`src/rtl/rdv_defines.svh`:
```
// Offsets, field positions, reset values and timing counts of the ring detector
`ifndef RDV_DEFINES_SVH
`define RDV_DEFINES_SVH
`define RDV_CTRL_OFS 4'h0
`define RDV_VALID_OFS 4'h4
`define RDV_STAT_OFS 4'h8
`define RDV_CTRL_W 11
`define RDV_VALID_W 22
`define RDV_CTRL_RST 11'h000
`define RDV_VALID_RST 22'h0A22A8
`define RDV_STAT_IRQ_BIT 3
`define RDV_RESP_OK 2'h0
`define RDV_RESP_ERR 2'h2
`define RDV_CLK_NS 10
`define RDV_TICK_NS 1000000
`define RDV_TICK_CYC (`RDV_TICK_NS / `RDV_CLK_NS)
`define RDV_SAMPLE_NS 125000
`define RDV_SAMPLE_CYC (`RDV_SAMPLE_NS / `RDV_CLK_NS)
`define RDV_ONESHOT_MS 5000
`define RDV_DUR_UNIT_MS 128
`define RDV_END_UNIT_MS 128
`define RDV_DLY_UNIT_MS 256
`define RDV_TX_HIGH 16'h7FFF
`define RDV_TX_LOW 16'h8000
`define RDV_TX_MID 16'h04CC
`define RDV_TX_IDLE 16'h0000
`endif

```
`src/rtl/rdv_pkg.sv`:
```
// Types shared by the ring detector design
package rdv_pkg;
  typedef enum logic [1:0] {VS_IDLE, VS_FREQ, VS_ENV} rdv_vstate_type;
  typedef struct packed {
    logic ring_irq_mask;
    logic irq_active_high;
    logic isolation_link_powerdown;
    logic validation_enable;
    logic onhook_monitor;
    logic off_hook;
    logic threshold_sel_hi;
    logic full_wave_sel;
    logic both_edge_irq_sel;
    logic ring_out_polarity;
    logic threshold_sel_lo;
  } rdv_ctrl_type;
  typedef struct packed {
    logic [2:0] valid_indicate_delay;
    logic [3:0] ring_end_timeout;
    logic [2:0] valid_duration_count;
    logic [5:0] freq_high_limit_count;
    logic [5:0] freq_low_timeout;
  } rdv_valid_type;
endpackage

```
`src/rtl/rdv_top.sv`:
```
// Ring detector with validation, status, interrupt and sample coding
// Behaviour
// - Half-wave mode detects positive excursions only
// - Full-wave mode detects both polarities
// - Indicator pin active low unless polarity set
// - Indicator follows detected excursions per mode
// - Positive and negative flags follow comparators
// - Detect flag is retriggerable five second one-shot
// - Off-hook clears detect flag at once
// - Masked interrupt pin; software clears flag
// - Edge select picks rising or both edges
// - Ring samples only when link up, idle
// - Half-wave samples 0x8000 or 0x7FFF
// - Full-wave samples mid, high or low
// - Alternating crossing interval within both limits
// - Duration validates, then end timeout watches
// - Delay timer must beat ring end
// - Validation enable; sleep needs PCM clock
// - Validated envelope drives detect flag
// - Detect flag edges raise interrupt, envelope or one-shot
// - Indicator: envelope half-wave, one-shot full-wave
// - Two select bits choose threshold level
`timescale 1ns/100ps
`include "rdv_defines.svh"
module rdv_top #(
  parameter int TICK_CYC   = `RDV_TICK_CYC,   // Cycles per 1 ms tick
  parameter int SAMPLE_CYC = `RDV_SAMPLE_CYC, // Cycles per sample
  parameter int ONESHOT_MS = `RDV_ONESHOT_MS  // One-shot length in ticks
) (
  input  wire logic        aclk,                  // Clock
  input  wire logic        aresetn,               // Sync reset, low
  input  wire logic [3:0]  awaddr,                // Write address
  input  wire logic        awvalid,               // Write address valid
  output logic             awready,               // Write address ready
  input  wire logic [31:0] wdata,                 // Write data
  input  wire logic [3:0]  wstrb,                 // Byte enables
  input  wire logic        wvalid,                // Write data valid
  output logic             wready,                // Write data ready
  output logic [1:0]       bresp,                 // Write response
  output logic             bvalid,                // Write response valid
  input  wire logic        bready,                // Write response ready
  input  wire logic [3:0]  araddr,                // Read address
  input  wire logic        arvalid,               // Read address valid
  output logic             arready,               // Read address ready
  output logic [31:0]      rdata,                 // Read data
  output logic [1:0]       rresp,                 // Read response
  output logic             rvalid,                // Read data valid
  input  wire logic        rready,                // Read data ready
  input  wire logic        ring_sense_a,          // Above positive threshold
  input  wire logic        ring_sense_b,          // Below negative threshold
  input  wire logic        sleep_mode,            // Low-power sleep
  input  wire logic        pcm_clock_ok,          // External PCM clock valid
  output logic [1:0]       threshold_sel,         // {hi, lo} to comparators
  output logic             ring_indicator_pin_o,  // Open-drain data, always 0
  output logic             ring_indicator_pin_oe, // Pulls pin low when high
  output logic             analog_out_irq_pin,    // Interrupt pin
  output logic [15:0]      transmit_sample_out,   // Coded ring sample
  output logic             transmit_sample_valid  // New sample pulse
);
  import rdv_pkg::*;

  if (TICK_CYC < 1 || SAMPLE_CYC < 1 || ONESHOT_MS < 1 || ONESHOT_MS > 8191) begin : g_chk
    $error("rdv_top: parameter out of range");
  end

  rdv_ctrl_type   ctrl;
  rdv_valid_type  vcfg;
  rdv_vstate_type vstate;
  logic [3:0]  sync_s1;
  logic [3:0]  sync_s2;
  logic        pos_q;
  logic        neg_q;
  logic [31:0] tick_cnt;
  logic        tick;
  logic [31:0] smp_cnt;
  logic        smp_tick;
  logic [12:0] os_cnt;
  logic        rdf;
  logic        rdf_q;
  logic        irq_flag;
  logic        env;
  logic        last_pos;
  logic [6:0]  ivl_cnt;
  logic [10:0] dur_cnt;
  logic [10:0] end_cnt;
  logic        dly_run;
  logic [10:0] dly_cnt;
  logic        aw_hold;
  logic        w_hold;
  logic [3:0]  aw_addr;
  logic [31:0] w_data;
  logic [3:0]  w_strb;

  logic pos;
  logic neg;
  logic pos_rise;
  logic neg_rise;
  logic trig;
  logic alt;
  logic in_tol;
  logic val_on;
  logic oneshot;
  logic ind_active;
  logic irq_evt;
  logic irq_clr;
  logic commit;
  logic [31:0] wmask;

  // Comparator and pin inputs, two stages before use
  always_ff @(posedge aclk) begin
    if (!aresetn) begin
      sync_s1 <= 4'h0;
      sync_s2 <= 4'h0;
    end else begin
      sync_s1 <= {pcm_clock_ok, sleep_mode, ring_sense_b, ring_sense_a};
      sync_s2 <= sync_s1;
    end
  end

  assign pos      = sync_s2[0];
  assign neg      = sync_s2[1];
  assign val_on   = ctrl.validation_enable && (!sync_s2[2] || sync_s2[3]);
  assign pos_rise = pos && !pos_q;
  assign neg_rise = neg && !neg_q;
  assign trig     = pos_rise || (ctrl.full_wave_sel && neg_rise);
  assign alt      = (pos_rise && !last_pos) || (neg_rise && last_pos);
  assign in_tol   = ivl_cnt <= {1'b0, vcfg.freq_low_timeout} &&
                    ivl_cnt >= {1'b0, vcfg.freq_high_limit_count};
  assign oneshot  = os_cnt != 13'h0000;

  // Crossing edge history
  always_ff @(posedge aclk) begin
    if (!aresetn) begin
      pos_q <= 1'b0;
      neg_q <= 1'b0;
    end else begin
      pos_q <= pos;
      neg_q <= neg;
    end
  end

  // Millisecond and sample dividers; all timers count ms ticks
  always_ff @(posedge aclk) begin
    if (!aresetn) begin
      tick_cnt <= 32'h0;
      tick     <= 1'b0;
    end else begin
      tick     <= tick_cnt == 32'(TICK_CYC - 1);
      tick_cnt <= (tick_cnt == 32'(TICK_CYC - 1)) ? 32'h0 : tick_cnt + 32'h1;
    end
  end

  always_ff @(posedge aclk) begin
    if (!aresetn) begin
      smp_cnt  <= 32'h0;
      smp_tick <= 1'b0;
    end else begin
      smp_tick <= smp_cnt == 32'(SAMPLE_CYC - 1);
      smp_cnt  <= (smp_cnt == 32'(SAMPLE_CYC - 1)) ? 32'h0 : smp_cnt + 32'h1;
    end
  end

  // Retriggerable one-shot; off-hook empties it at once
  always_ff @(posedge aclk) begin
    if (!aresetn || ctrl.off_hook) begin
      os_cnt <= 13'h0000;
    end else if (trig) begin
      os_cnt <= 13'(ONESHOT_MS);
    end else if (tick && oneshot) begin
      os_cnt <= os_cnt - 13'h0001;
    end
  end

  // Validation engine: frequency check, then end-of-ring watch
  always_ff @(posedge aclk) begin
    if (!aresetn || !val_on || ctrl.off_hook) begin
      vstate   <= VS_IDLE;
      env      <= 1'b0;
      last_pos <= 1'b0;
      ivl_cnt  <= 7'h00;
      dur_cnt  <= 11'h000;
      end_cnt  <= 11'h000;
      dly_run  <= 1'b0;
      dly_cnt  <= 11'h000;
    end else begin
      if (pos_rise || neg_rise) begin
        last_pos <= pos_rise;
      end
      // Interval since last alternating crossing, saturating
      if (alt) begin
        ivl_cnt <= 7'h00;
      end else if (tick && ivl_cnt != 7'h7F) begin
        ivl_cnt <= ivl_cnt + 7'h01;
      end
      if (pos_rise || neg_rise) begin
        end_cnt <= 11'h000;
      end else if (tick && end_cnt != 11'h7FF) begin
        end_cnt <= end_cnt + 11'h001;
      end
      // Delay runs from first good interval, through the end watch
      if (dly_run && tick && dly_cnt != 11'h7FF) begin
        dly_cnt <= dly_cnt + 11'h001;
      end
      if (dly_run && dly_cnt >= 11'(vcfg.valid_indicate_delay * `RDV_DLY_UNIT_MS)) begin
        env <= 1'b1;
      end
      case (vstate)
        VS_IDLE: begin
          if (pos_rise || neg_rise) begin
            vstate <= VS_FREQ;
          end
        end
        VS_FREQ: begin
          if (dly_run && tick && dur_cnt != 11'h7FF) begin
            dur_cnt <= dur_cnt + 11'h001;
          end
          if ((alt && !in_tol) || ivl_cnt > {1'b0, vcfg.freq_low_timeout}) begin
            vstate  <= VS_IDLE;
            env     <= 1'b0;
            dly_run <= 1'b0;
            dly_cnt <= 11'h000;
            dur_cnt <= 11'h000;
          end else begin
            if (alt && !dly_run) begin
              dly_run <= 1'b1;
            end
            if (dly_run && dur_cnt >= 11'(vcfg.valid_duration_count * `RDV_DUR_UNIT_MS)) begin
              vstate <= VS_ENV;
            end
          end
        end
        VS_ENV: begin
          // Ring end before the delay ran out leaves env low
          if (end_cnt >= 11'(vcfg.ring_end_timeout * `RDV_END_UNIT_MS)) begin
            vstate  <= VS_IDLE;
            env     <= 1'b0;
            dly_run <= 1'b0;
            dly_cnt <= 11'h000;
            dur_cnt <= 11'h000;
          end
        end
        default: begin
          vstate <= VS_IDLE;
        end
      endcase
    end
  end

  // Detect flag: envelope when validating, else the one-shot
  always_ff @(posedge aclk) begin
    if (!aresetn) begin
      rdf   <= 1'b0;
      rdf_q <= 1'b0;
    end else begin
      rdf   <= !ctrl.off_hook && (val_on ? env : oneshot);
      rdf_q <= rdf;
    end
  end

  assign irq_evt = (rdf && !rdf_q) || (ctrl.both_edge_irq_sel && !rdf && rdf_q);
  assign irq_clr = commit && aw_addr == `RDV_STAT_OFS && w_strb[0] && w_data[`RDV_STAT_IRQ_BIT];

  // Interrupt flag: a new event wins over a software clear
  always_ff @(posedge aclk) begin
    if (!aresetn) begin
      irq_flag <= 1'b0;
    end else if (irq_evt) begin
      irq_flag <= 1'b1;
    end else if (irq_clr) begin
      irq_flag <= 1'b0;
    end
  end

  always_ff @(posedge aclk) begin
    if (!aresetn) begin
      analog_out_irq_pin <= 1'b1;
    end else begin
      analog_out_irq_pin <= (ctrl.ring_irq_mask && irq_flag) == ctrl.irq_active_high;
    end
  end

  // Indicator source by mode; open drain can only pull low
  always_comb begin
    if (val_on) begin
      ind_active = ctrl.full_wave_sel ? oneshot : env;
    end else begin
      ind_active = ctrl.full_wave_sel ? (pos || neg) : pos;
    end
  end

  always_ff @(posedge aclk) begin
    if (!aresetn) begin
      ring_indicator_pin_o  <= 1'b0;
      ring_indicator_pin_oe <= 1'b0;
      threshold_sel         <= 2'h0;
    end else begin
      ring_indicator_pin_o  <= 1'b0;
      ring_indicator_pin_oe <= ctrl.ring_out_polarity ? !ind_active : ind_active;
      threshold_sel         <= {ctrl.threshold_sel_hi, ctrl.threshold_sel_lo};
    end
  end

  // Sample coding at the sample rate
  always_ff @(posedge aclk) begin
    if (!aresetn) begin
      transmit_sample_out   <= `RDV_TX_IDLE;
      transmit_sample_valid <= 1'b0;
    end else begin
      transmit_sample_valid <= smp_tick;
      if (smp_tick) begin
        if (ctrl.isolation_link_powerdown || ctrl.off_hook || ctrl.onhook_monitor) begin
          transmit_sample_out <= `RDV_TX_IDLE;
        end else if (pos) begin
          transmit_sample_out <= `RDV_TX_HIGH;
        end else if (neg || !ctrl.full_wave_sel) begin
          transmit_sample_out <= `RDV_TX_LOW;
        end else begin
          transmit_sample_out <= `RDV_TX_MID;
        end
      end
    end
  end

  // AXI4-Lite write: address and data taken in either order
  assign commit = aw_hold && w_hold && !bvalid;
  assign wmask  = {{8{w_strb[3]}}, {8{w_strb[2]}}, {8{w_strb[1]}}, {8{w_strb[0]}}};

  always_ff @(posedge aclk) begin
    if (!aresetn) begin
      aw_hold <= 1'b0;
      w_hold  <= 1'b0;
      awready <= 1'b1;
      wready  <= 1'b1;
      bvalid  <= 1'b0;
      bresp   <= `RDV_RESP_OK;
      aw_addr <= 4'h0;
      w_data  <= 32'h0;
      w_strb  <= 4'h0;
    end else begin
      if (awvalid && awready) begin
        aw_hold <= 1'b1;
        awready <= 1'b0;
        aw_addr <= awaddr;
      end
      if (wvalid && wready) begin
        w_hold <= 1'b1;
        wready <= 1'b0;
        w_data <= wdata;
        w_strb <= wstrb;
      end
      if (commit) begin
        aw_hold <= 1'b0;
        w_hold  <= 1'b0;
        bvalid  <= 1'b1;
        bresp   <= (aw_addr == `RDV_CTRL_OFS || aw_addr == `RDV_VALID_OFS ||
                    aw_addr == `RDV_STAT_OFS) ? `RDV_RESP_OK : `RDV_RESP_ERR;
      end
      if (bvalid && bready) begin
        bvalid  <= 1'b0;
        awready <= 1'b1;
        wready  <= 1'b1;
      end
    end
  end

  // Control and validation registers
  always_ff @(posedge aclk) begin
    if (!aresetn) begin
      ctrl <= `RDV_CTRL_RST;
      vcfg <= `RDV_VALID_RST;
    end else if (commit && aw_addr == `RDV_CTRL_OFS) begin
      ctrl <= (ctrl & ~wmask[`RDV_CTRL_W-1:0]) | (w_data[`RDV_CTRL_W-1:0] & wmask[`RDV_CTRL_W-1:0]);
    end else if (commit && aw_addr == `RDV_VALID_OFS) begin
      vcfg <= (vcfg & ~wmask[`RDV_VALID_W-1:0]) | (w_data[`RDV_VALID_W-1:0] & wmask[`RDV_VALID_W-1:0]);
    end
  end

  // AXI4-Lite read, one at a time
  always_ff @(posedge aclk) begin
    if (!aresetn) begin
      arready <= 1'b1;
      rvalid  <= 1'b0;
      rdata   <= 32'h0;
      rresp   <= `RDV_RESP_OK;
    end else if (arvalid && arready) begin
      arready <= 1'b0;
      rvalid  <= 1'b1;
      rresp   <= `RDV_RESP_OK;
      case (araddr)
        `RDV_CTRL_OFS:  rdata <= {21'h0, ctrl};
        `RDV_VALID_OFS: rdata <= {10'h0, vcfg};
        `RDV_STAT_OFS:  rdata <= {28'h0, irq_flag, rdf, neg, pos};
        default: begin
          rdata <= 32'h0;
          rresp <= `RDV_RESP_ERR;
        end
      endcase
    end else if (rvalid && rready) begin
      rvalid  <= 1'b0;
      arready <= 1'b1;
    end
  end
endmodule

```
`config.mk`:
```
export PLATFORM = sky130hd
export DESIGN_NAME = rdv_top
export DESIGN_NICKNAME = d
export VERILOG_FILES = /design/src/rtl/rdv_pkg.sv /design/src/rtl/rdv_top.sv
export VERILOG_INCLUDE_DIRS = /design/src /design/src/rtl
export SDC_FILE = /design/constraint.sdc
export NUM_CORES = 1
export LEC_CHECK = 0
export ABC_AREA = 0
export BUFFER_PORTS_ARGS = -buffer_cell sky130_fd_sc_hd__buf_2
export CORE_UTILIZATION = 35
export CTS_BUF_LIST = sky130_fd_sc_hd__clkbuf_16
export CTS_CLUSTER_DIAMETER = 100
export CTS_CLUSTER_SIZE = 20
export DETAILED_ROUTE_END_ITERATION = 16
export GPL_TIMING_DRIVEN = 1
export RECOVER_POWER = 25
export SYNTH_ARGS = -nofsm -noshare
export SYNTH_HDL_FRONTEND = slang
export SYNTH_SLANG_ARGS = --single-unit
```
`constraint.sdc`:
```
create_clock -name aclk -period 4.26 [get_ports aclk]
set_input_delay 0 -clock aclk [delete_from_list [all_inputs] [get_ports aclk]]
set_output_delay 0 -clock aclk [all_outputs]
set_load 0.1 [all_outputs]
```
After elaboration in Yosys (flattened, before gate mapping)
Cells that the tools add are included.
W data, S select, Z words.
{"block": "totals", "register_bits": 263, "out_inout_bits": 63}
{"block": "classes", "muxes": 40, "bitwise_logic": 10, "n_reduce_logical": 83, "order_cmp": 6, "n_eq_ne": 18, "n_addsub": 7}
{"operator": "$mux W11", "count": 6}
{"operator": "$pmux W22 S3", "count": 1}
{"operator": "$add A32 B1 Y32 const B", "count": 2}
{"operator": "$mux W16", "count": 3}
{"operator": "$and A22 B22 Y22", "count": 2}
{"operator": "$pmux W11 S2", "count": 2}
{"operator": "$logic_and A1 B1 Y1", "count": 34}
{"operator": "$add A11 B1 Y11 const B", "count": 3}
{"operator": "$ne A11 B11 Y1 const B", "count": 3}
{"operator": "$eq A32 B14 Y1 const B", "count": 1}
{"operator": "$eq A32 B17 Y1 const B", "count": 1}
{"operator": "$mux W13", "count": 2}
{"operator": "$and A11 B11 Y11", "count": 2}
{"operator": "$ge A11 B11 Y1", "count": 2}
{"operator": "$not A22 Y22", "count": 1}
{"operator": "$or A22 B22 Y22", "count": 1}
{"operator": "$mux W1", "count": 17}
{"operator": "$logic_or A1 B1 Y1", "count": 15}
{"operator": "$logic_not A1 Y1", "count": 14}
{"operator": "$reduce_or A2 Y1", "count": 7}
{"operator": "$reduce_bool A13 Y1", "count": 1}
{"operator": "$sub A13 B1 Y13 const B", "count": 1}
{"operator": "$mux W2", "count": 6}
{"operator": "$ge A11 B10 Y1", "count": 1}
{"operator": "23 further kinds", "count": 36}

Logic depth before layout (Yosys ltp)
Gate-level depths: netlist of the first run.
{"block": "logic_depth", "ltp_word": 8, "mapped_depth": 10, "mapped_depth_nobuf": 8}

Least setup slack after synthesis of the first run
OpenSTA, ideal clock, no wires.
{"block": "synth_timing", "path_type": "flip-flop to flip-flop", "from": "register arready", "to": "register rdata[0]", "required_ns": 4.192, "arrival_ns": 2.376, "stages_incl_launch_ff": 5, "setup_ns": 0.068, "n_path_buf": 0, "path_slack_ns": 1.816, "synth_period_minus_slack_ns": 2.444, "path_cell_list": "dfxtp_1 > nand2_1 > a2111oi_0 > a22oi_1 > nor2b_1"}
{"block": "synth_via", "elab_chain_len": 1}
{"item": "start: declaration", "line_no": "rdv_top.sv:44", "rtl": "output logic arready,"}
{"item": "start signal: assignment", "line_no": "rdv_top.sv:381", "rtl": "arready <= 1'b1;"}
{"item": "start signal: assignment", "line_no": "rdv_top.sv:386", "rtl": "arready <= 1'b0;"}
{"item": "start signal: assignment", "line_no": "rdv_top.sv:400", "rtl": "arready <= 1'b1;"}
{"item": "$logic_and A1 B1 Y1", "line_no": "rdv_top.sv:385", "rtl": "end else if (arvalid && arready) begin"}
{"item": "end signal: assignment", "line_no": "rdv_top.sv:390", "rtl": "`RDV_CTRL_OFS: rdata <= {21'h0, ctrl};"}
{"item": "end signal: assignment", "line_no": "rdv_top.sv:391", "rtl": "`RDV_VALID_OFS: rdata <= {10'h0, vcfg};"}
{"item": "end signal: assignment", "line_no": "rdv_top.sv:392", "rtl": "`RDV_STAT_OFS: rdata <= {28'h0, irq_flag, rdf, neg, pos};"}
{"item": "end: declaration", "line_no": "rdv_top.sv:45", "rtl": "output logic [31:0] rdata,"}
No other way between the ends.
A chain may end at the register's enable or synchronous reset.

==> metrics.cfg, run 1 <==
[clocking]
clkLatencyLatePin_ps = 510
cts-root-buf = clkbuf_16
path_clk_slew_ps = 90
cts_made_buffers = 16
htreeDepth = 1
clk_path_buf_depth = 3
cts_tree = done
clock-sinks = 238

[route]
drt_iter0_markers = 477
dr.max_layer_used = met4
routed_wirelength_mm = 24.89
ant_nets = 0
wl_per_cell_microns = 14.32
vias = 8517
wl_met3_microns = 659
drc = 0
met1_length_mm = 12.07
via_per_inst = 4.900
drtPass1Iterations = 5
wl_met2_mm = 11.70

[cells_and_area]
drive_above_1_share = 0.08383
final_nets = 1438
final.fill_count = 2964
post-route-util = 0.4125
final_area_sq_um = 12320
layout_commonest_cell = dfxtp_1
num_antenna_cells = 0
most-common-layout-cells = dfxtp_1 (238), nand2_1 (151), nor2_1 (127)
fin_cells = 1738
area_delta_synth_final_pct = 14.88

[die]
die-area_sq_um = 31350
core-area_sq_um = 29870
die_w_microns = 177.1
die_h_microns = 177.1
fp-row-count = 63
ios = 118
initial_core_util = 0.3590

[global_route]
grt_remaining_overflow = 0
grt_pass1_wl_mm = 41.04
grt_pass1_vias = 8056
grt_antenna_before_repair = 0
grtUsageTotal = 0.1607
grt_max_degree = 80

[sta]
finalHoldViolations = 3
drv_slew = 0
worst_slew_pin_slew_ps = 1458
max_freq_mhz = 371.7
fin_crit_sh = 0.6316
whs_ps = -31.33
final.setup_skew_ps = 25.71
max_slew_margin = 0.02832
rsz0062_at_grt = no
setup_viol = 0
layout_min_cycle_time_ps = 2691
tns_ps = 0

[power]
seqPwrFrac = 0.562
power_density_nw_per_um2 = 331.7
switching_share = 0.2534
p_comb_frac = 0.075
p_sw_mw = 1.036
clockPowerShare = 0.363
ir_drop_v = 0.0002224
cellLeakagePower_nw = 4.695
p_int_mw = 3.052

[setup_path]
required_ps = 4670
critPathTopFamily = compound AO/OA/AOI/OAI gates
crit_chain = inv_1, ha_1, a21o_1, a211o_1, o22a_1, nor4_2, a21oi_1, a31oi_1
slowest_delay_ps = 810
cp-end-kind = register
rr_worst_depth = 8
arrival_ps = 3100
path_depth = 8
cp_max_fo = 9
crit_type = reg -> reg
critical_path.slowest_cell = nor4_2
cp-start-kind = register
critPathBufInv = 1

[synth]
synthArstFlopShare = 0
synth.area.mux_share = 0.02438
synth-xor-area-share = 0.07757
synth_compound_area_frac = 0.1004
synth_flop_cell = dfxtp_1
synth_top_family_by_area = simple AND/OR/NAND/NOR gates
seq_area_frac_synth = 0.4442
syn_avg_cell_area_sq_um = 8.657
synthAdderAreaFrac = 0.04199
yosys.area_share.simple = 0.2590
synth_seq_cells = 238
ys_types = 65
synth-edff-count = 0
syn_area_sq_um = 10730
synth_cells = 1239
ys_warn_count = 0

[placement]
dpl_cell_area_sq_um = 11460
dp_cells = 1673
portBuffers = 93
dp_hpwl_mm = 17.35
place.gp.congestion = 0.8052

[worst_hold_path]
whs_path_depth = 4
hold_path.class = in -> reg

[run_status]
violations = negative hold slack
outcome = complete, but fails checks

[run]
drv_cap = 0

## synthesized netlist by cell type, types with 4 or more instances
master	instances	area [sq um]
nor4b_1	5	43.79
dfxtp_1	238	4765
nand2_1	151	566.8
clkbuf_1	41	153.9
nor4_1	17	106.4
mux2i_1	25	250.2
inv_1	46	172.7
a22oi_1	16	120.1
nand2b_1	16	100.1
nor2_1	127	476.7
nand3_1	69	345.3
a21o_1	6	45.04
nand4_1	25	156.4
ha_1	36	450.4
o21ai_0	27	135.1
or3_1	5	31.28
and4_1	14	122.6
xnor2_1	40	350.3
a31oi_1	11	68.82
a21oi_1	59	295.3
a211oi_1	5	37.54
xor2_1	55	481.7
nor3_1	11	55.05
and2_1	31	193.9
or4_1	4	30.03
a21boi_0	17	127.6
and3_1	17	106.4
nor2b_1	44	275.3
buf_4	26	195.2
or2_2	4	25.02
## layout make-up
class                      count  area (sq um)  area share
inverter                      47         176.4     0.01432
clock inverter                 3         43.79    0.003554
tap                          390         488.0     0.03960
sequential                   238          4765      0.3866
timing repair buffer         151         970.9     0.07879
clock buffer                  16         400.4     0.03249
multi-input combinational    893          5479      0.4446
## logic make-up after synthesis
kind of cell,count (synthesis)
buf+inv,120
mux,26
simple gates,554
xor+xnor,95
flops,238
fa+ha+maj,36
other cells,1
compound gates,169
## worst reg2reg max path: stages (launching register included)
cell	delay (ps)
dfxtp_1	360
inv_1	70
ha_1	310
a21o_1	190
a211o_1	280
o22a_1	270
nor4_2	810
a21oi_1	160
a31oi_1	160
## routing by layer
metal / GRT usage / vias to the layer above
li1: - / 4402
met1: 0.2182 / 3992
met2: 0.2718 / 101
met3: 0.01826 / 22
met4: 0.03448 / 0
met5: 0 / -
## path summary, 6_finish.rpt
path                 to  slack, ps        from
min reg2reg  sync_s2[1]        440  sync_s1[1]
max reg2reg  dur_cnt[5]       1570    register
min            rdata[1]        -30   araddr[0]
max          dur_cnt[5]       1570    register
## power by group through the flow
| stage | clock (mW) | combinational (mW) | sequential (mW) |
|---|---|---|---|
| 3_3_place_gp | 0 | 0.277 | 2.35 |
| 5_1_grt | 1.62 | 0.335 | 2.30 |
| 4_1_cts | 1.53 | 0.313 | 2.30 |
| 2_1_floorplan | 0 | 0.182 | 2.37 |
| 6_report | 1.48 | 0.309 | 2.30 |
| 3_5_place_dp | 0 | 0.279 | 2.35 |
## through the flow
step | power (mW) | setup WS, ps
4_1_cts | 4.143 | 1595
5_1_grt | 4.259 | 1319
3_5_place_dp | 2.627 | 1618
2_1_floorplan | 2.556 | 1816
6_report | 4.088 | 1569
3_3_place_gp | 2.624 | 1642
## timing repair
| item | 4_1_cts | 5_1_grt |
|---|---|---|
| resized for setup | 0 | 0 |
| setup buffers | 0 | 0 |
| hold buffers | 46 | 0 |
| endpoints found under the hold margin | 40 | 0 |
Power figures use the tool's default switching activity.
==> run 2, diff against run 1 <==
==> constraint.sdc (replaced) <==
create_clock -name aclk -period 2.4 [get_ports aclk]
set_input_delay 0 -clock aclk [delete_from_list [all_inputs] [get_ports aclk]]
set_output_delay 0 -clock aclk [all_outputs]
set_load 0.1 [all_outputs]
==> run 2 against run 1 <==
Net effect: the run now ends clean; largest cell class unchanged; critical endpoint is now vstate[0]; sequential share of layout area fell by 0.84 points; core utilization is 0.94 points higher; global-route usage up 0.18 points; setup slack got worse by 1500 ps; cell area up 2.3%.
==> metrics.cfg, run 2 (same netlist as run 1, synthesis figures left out) <==
[sta]
drv_slew = 0  ; unchanged
setup_viol = 0  ; unchanged
layout_min_cycle_time_ps = 2304  ; -386.5 ps
max_freq_mhz = 434.0  ; +17%
fin_crit_sh = 0.9600  ; +0.3284
tns_ps = 0  ; unchanged
final.setup_skew_ps = 16.13  ; -9.582 ps
finalWorstSetupSlack_ps = 95.97  ; -1473 ps
max_slew_margin = 0.2216  ; +0.1933
finalHoldViolations = 0  ; -3
worst_slew_pin_slew_ps = 1173  ; -284.9 ps
whs_ps = 69.58  ; +100.9 ps
rsz0062_at_grt = no

[route]
wl_per_cell_microns = 14.33  ; +0.11%
routed_wirelength_mm = 25.42  ; +2.1%
via_per_inst = 4.927  ; +0.54%
vias = 8735  ; +2.6%
drc = 0  ; unchanged
ant_nets = 0  ; unchanged
drtPass1Iterations = 5  ; unchanged
drt_iter0_markers = 407  ; -15%

[die]
die_w_microns = 177.1  ; unchanged
die-area_sq_um = 31350  ; unchanged
core-area_sq_um = 29870  ; unchanged
fp-row-count = 63  ; unchanged
initial_core_util = 0.3590  ; unchanged
die_h_microns = 177.1  ; unchanged
ios = 118  ; unchanged

[power]
cellLeakagePower_nw = 4.869  ; +3.7%
switching_share = 0.2490  ; -0.004353
p_int_mw = 5.340  ; +75%
power_density_nw_per_um2 = 564.1  ; +70%
fin_total_pwr_mw = 7.110  ; +74%
seqPwrFrac = 0.572  ; +0.010
p_sw_mw = 1.771  ; +71%
ir_drop_v = 0.0004481  ; +100%
clockPowerShare = 0.346  ; -0.017
p_comb_frac = 0.083  ; +0.008

[placement]
dp_cells = 1699  ; +1.6%
place_ws_ps = -68.20  ; -1687 ps
portBuffers = 93  ; unchanged
dpl_cell_area_sq_um = 11660  ; +1.7%
place.gp.congestion = 0.8666  ; +7.6%
dp_hpwl_mm = 18.07  ; +4.2%

[clocking]
clock-sinks = 238  ; unchanged
cts-root-buf = clkbuf_16
cts_setup_buffers = 0  ; unchanged
path_clk_slew_ps = 80  ; about the same
cts_tree = done
clkLatencyLatePin_ps = 500  ; about the same
clk_path_buf_depth = 3  ; unchanged
htreeDepth = 1  ; unchanged
cts_made_buffers = 15  ; -1

[cells_and_area]
multiInputGateArea_sq_um = 5523  ; +0.80%
post-route-util = 0.4219  ; +0.009423
drive_above_1_share = 0.1048  ; +0.02102
final_area_sq_um = 12600  ; +2.3%
final.fill_count = 2988  ; +0.81%
layout_commonest_cell = dfxtp_1
num_antenna_cells = 0  ; unchanged
most-common-layout-cells = dfxtp_1 (236), nand2_1 (151), nor2_1 (127)
layout.area.seq_sq_um = 4767  ; about the same
final_nets = 1474  ; +2.5%
area_delta_synth_final_pct = 17.51
fin_cells = 1773  ; +2.0%

[setup_path]
cp-start-kind = register
crit_type = reg -> reg
critPathBufInv = 1  ; unchanged
critPathTopFamily = compound AO/OA/AOI/OAI gates
required_ps = 2790  ; -1880 ps
cp-end-kind = register
slowest_delay_ps = 420  ; -390 ps
cp_max_fo = 6  ; -3
critical_path.slowest_cell = or3_4
arrival_ps = 2690  ; -410 ps
crit_chain = inv_1, ha_4, a21o_1, a211o_1, o22a_1, or3_4, o2111a_1, a31o_2

[global_route]
grt_max_degree = 52  ; -35%
grt_pass1_vias = 8264  ; +2.6%
grt_antenna_before_repair = 0  ; unchanged
grt_pass1_wl_mm = 41.43  ; +0.96%
grt_remaining_overflow = 0  ; unchanged
grtUsageTotal = 0.1625  ; +0.001788

[run]
drv_cap = 0  ; unchanged

[run_status]
outcome = finished, final reports clean

[worst_hold_path]
hold_path.class = in -> reg

run 2: cell count changes in the layout (fill, tap and decap cells not counted), sizes merged:
cell	change
dlygate4sd3	+9
clkinv	-1
buf	+25
clkbuf	+2
run 2: cell type report:
cell class,instances,area share
clock buffer,15,0.02978
timing repair buffer,188,0.1002
inverter,47,0.01400
clock inverter,2,0.0009927
multi-input combinational,893,0.4382
sequential,238,0.3782
tap,390,0.03871
run 2: worst paths after layout:
check | start | endpoint | slack, ps | cells after the start
worst max-delay path | register | vstate[0] | 100 | 8
worst min-delay path | araddr[0] | rdata[0] | 70 | 5
worst max register to register | register | vstate[0] | 100 | 8
worst min register to register | sync_s1[1] | sync_s2[1] | 440 | 1
run 2: timing repair:
item                                   CTS  global route
setup endpoints to repair               17            26
gates resized for setup                  2            10
cloned                                   0             2
hold buffers                            55             0
endpoints found under the hold margin   47             0
run 2: layer usage:
layer | vias up | GRT usage | part of all wire
met5 | - | 0 | 0
met4 | 0 | 0.03305 | 0.016
met3 | 28 | 0.02126 | 0.031
met2 | 125 | 0.2700 | 0.46
met1 | 4098 | 0.2235 | 0.49
li1 | 4484 | - | -
run 2: power groups by stage:
stage	Clock (mW)	Sequential, mW	Combinational [mW]
after floorplan	0	4.21	0.324
after global placement	0	4.16	0.517
after detailed placement	0	4.16	0.520
after CTS	2.56	4.07	0.591
after global routing	2.69	4.08	0.637
final	2.46	4.07	0.587
run 2: worst reg2reg max path: stages, from the launching register on:
cell	delay, ps
dfxtp_2	340
inv_1	70
ha_4	240
a21o_1	180
a211o_1	290
o22a_1	250
or3_4	420
o2111a_1	240
a31o_2	200
==> run 3, diff against run 2 <==
--- a/config.mk
+++ b/config.mk
@@ -8,12 +8,15 @@
 export LEC_CHECK = 0
 export ABC_AREA = 0
 export BUFFER_PORTS_ARGS = -buffer_cell sky130_fd_sc_hd__buf_2
+export CELL_PAD_IN_SITES_DETAIL_PLACEMENT = 0
+export CELL_PAD_IN_SITES_GLOBAL_PLACEMENT = 1
 export CORE_UTILIZATION = 35
 export CTS_BUF_LIST = sky130_fd_sc_hd__clkbuf_16
 export CTS_CLUSTER_DIAMETER = 100
 export CTS_CLUSTER_SIZE = 20
 export DETAILED_ROUTE_END_ITERATION = 16
 export GPL_TIMING_DRIVEN = 1
+export PLACE_DENSITY_LB_ADDON = 0.1
 export RECOVER_POWER = 25
 export SYNTH_ARGS = -nofsm -noshare
 export SYNTH_HDL_FRONTEND = slang
==> run 3 against run 2 <==
Net effect: clock-buffer cell count unchanged; sequential share of layout area about the same; cell area unchanged; clock skew up 4.9 ps; wire length up 5.1%; setup slack worse by 20 ps; die area unchanged; first-iteration DRC count down 8.6%; critical path type unchanged; largest power group unchanged; via count down 2.3%; hold slack better by 2.5 ps; final cell count about the same; flip-flop and latch count unchanged.
==> metrics.cfg, run 3 (same netlist as run 1, synthesis figures left out) <==
[global_route]
grtUsageTotal = 0.1720  ; +0.009460
grt_max_degree = 45  ; -13%
grt_remaining_overflow = 0  ; unchanged
grt_pass1_wl_mm = 43.41  ; +4.8%
grt_antenna_before_repair = 0  ; unchanged
grt_pass1_vias = 8246  ; -0.22%

[power]
cellLeakagePower_nw = 4.895  ; +0.54%
fin_total_pwr_mw = 7.139  ; +0.40%
power_density_nw_per_um2 = 566.4  ; +0.40%
ir_drop_v = 0.0003381  ; -25%

[setup_path]
critical_path.slowest_cell = or3_4
slowest_delay_ps = 430  ; about the same
reg2reg_to = vstate[0]
rrSetupSlack_ps = 80  ; -20 ps
arrival_ps = 2730  ; +40 ps
crit_chain = ha_4, a21o_1, a211o_1, o22a_1, or3_4, o2111a_1, a31o_2
required_ps = 2800  ; about the same
cp-startpoint = ivl_cnt[4]
rr_worst_depth = 7  ; -1
cp-start-kind = register
cp_max_fo = 4  ; -2
crit_type = reg -> reg
rr_startpoint = ivl_cnt[4]
cp-end-kind = register

[sta]
rsz0062_at_grt = no
fin_crit_sh = 0.9683  ; +0.008295
setup_viol = 0  ; unchanged
max_slew_margin = 0.07303  ; -0.1486
layout_min_cycle_time_ps = 2324  ; +19.91 ps
finalHoldViolations = 0  ; unchanged
whs_ps = 72.06  ; +2.482 ps
max_freq_mhz = 430.3  ; -0.86%
drv_slew = 0  ; unchanged
worst_slew_pin_slew_ps = 1390  ; +217.8 ps
final.setup_skew_ps = 21.05  ; +4.928 ps

[cells_and_area]
final_nets = 1473  ; -0.068%
most-common-layout-cells = dfxtp_1 (237), nand2_1 (151), nor2_1 (127)
num_antenna_cells = 0  ; unchanged
drive_above_1_share = 0.1129  ; +0.008035
final.fill_count = 3025  ; +1.2%
layout_commonest_cell = dfxtp_1
area_delta_synth_final_pct = 17.51  ; unchanged

[clocking]
cts-root-buf = clkbuf_16
path_clk_slew_ps = 90  ; about the same
clock-sinks = 238  ; unchanged
cts_tree = done
cts_made_buffers = 15  ; unchanged
clk_path_buf_depth = 3  ; unchanged
htreeDepth = 1  ; unchanged
clkLatencyLatePin_ps = 500  ; about the same

[route]
routed_wirelength_mm = 26.71  ; +5.1%
drc = 0  ; unchanged
vias = 8536  ; -2.3%
via_per_inst = 4.817  ; -2.2%
drt_iter0_markers = 372  ; -8.6%
ant_nets = 0  ; unchanged
drtPass1Iterations = 4  ; -1
wl_per_cell_microns = 15.07  ; +5.1%

[worst_hold_path]
hp-start = aresetn
min_to = os_cnt[9]
hold_path.class = in -> reg
whs_path_depth = 4  ; -1

[die]
initial_core_util = 0.3590  ; unchanged
core-area_sq_um = 29870  ; unchanged
die_w_microns = 177.1  ; unchanged
die_h_microns = 177.1  ; unchanged
ios = 118  ; unchanged
die-area_sq_um = 31350  ; unchanged
fp-row-count = 63  ; unchanged

[placement]
portBuffers = 93  ; unchanged
place.gp.congestion = 0.7903  ; -8.8%
dp_hpwl_mm = 18.84  ; +4.2%

[run]
drv_cap = 0  ; unchanged

[run_status]
outcome = finished, final reports clean

-- run 3: layer usage --
metal	up-vias	wire length, microns	GRT usage
met5	-	0	0
met4	0	336	0.03197
met3	25	932	0.01890
met2	105	11970	0.2819
met1	3951	13470	0.2430
li1	4455	-	-
-- run 3: where the power goes --
group	switching (mW)	internal, mW
Clock	1.36	1.13
Sequential	0.0554	4.01
Combinational	0.388	0.196
Total	1.80	5.34
-- run 3: how the worst max path moves through the flow --
stage	to	slack, ps	cells after the start
3_5_place_dp	dur_cnt[5]	-90	8
5_1_grt	vstate[0]	6	7
3_3_place_gp	dur_cnt[4]	-40	8
6_report	vstate[0]	80	7
4_1_cts	vstate[0]	30	8
2_1_floorplan	dur_cnt[6]	50	9
-- run 3: per-stage QoR --
step | setup slack [ps] | cells | TNS (ps) | util | area (sq um)
floorplan | 52.33 | 1251 | 0 | - | 10770
global placement | -37.99 | 1703 | -286.3 | 0.3917 | 11700
detailed placement | -86.04 | 1703 | -614.3 | 0.3917 | 11700
CTS | 29.73 | 1770 | 0 | 0.4217 | 12600
global route | 6.223 | 1772 | 0 | 0.4219 | 12600
finish | 76.06 | 1772 | 0 | 0.4219 | 12600
-- run 3: critical path: cells and delay by family (launching register included) --
family          cells  cell delay, ps
compound gates      5            1150
simple gates        1             430
fa+ha+maj           1             230
flops               1             420
-- run 3: area by class of cell --
cell class                 instances  area [sq um]  share of cell area
clock buffer                      15         375.4             0.02978
clock inverter                     2         12.51           0.0009927
inverter                          47         176.4             0.01400
multi-input combinational        893          5524              0.4383
sequential                       238          4766              0.3781
tap                              390         488.0             0.03871
timing repair buffer             187          1262              0.1002
-- run 3: timing repair --
action,in CTS,in global routing
endpoints found under the setup margin,17,23
buffers inserted,0,0
gates resized for setup,3,10
cloned,0,2
hold buffers,50,0
pin swaps,0,4
endpoints found under the hold margin,40,0
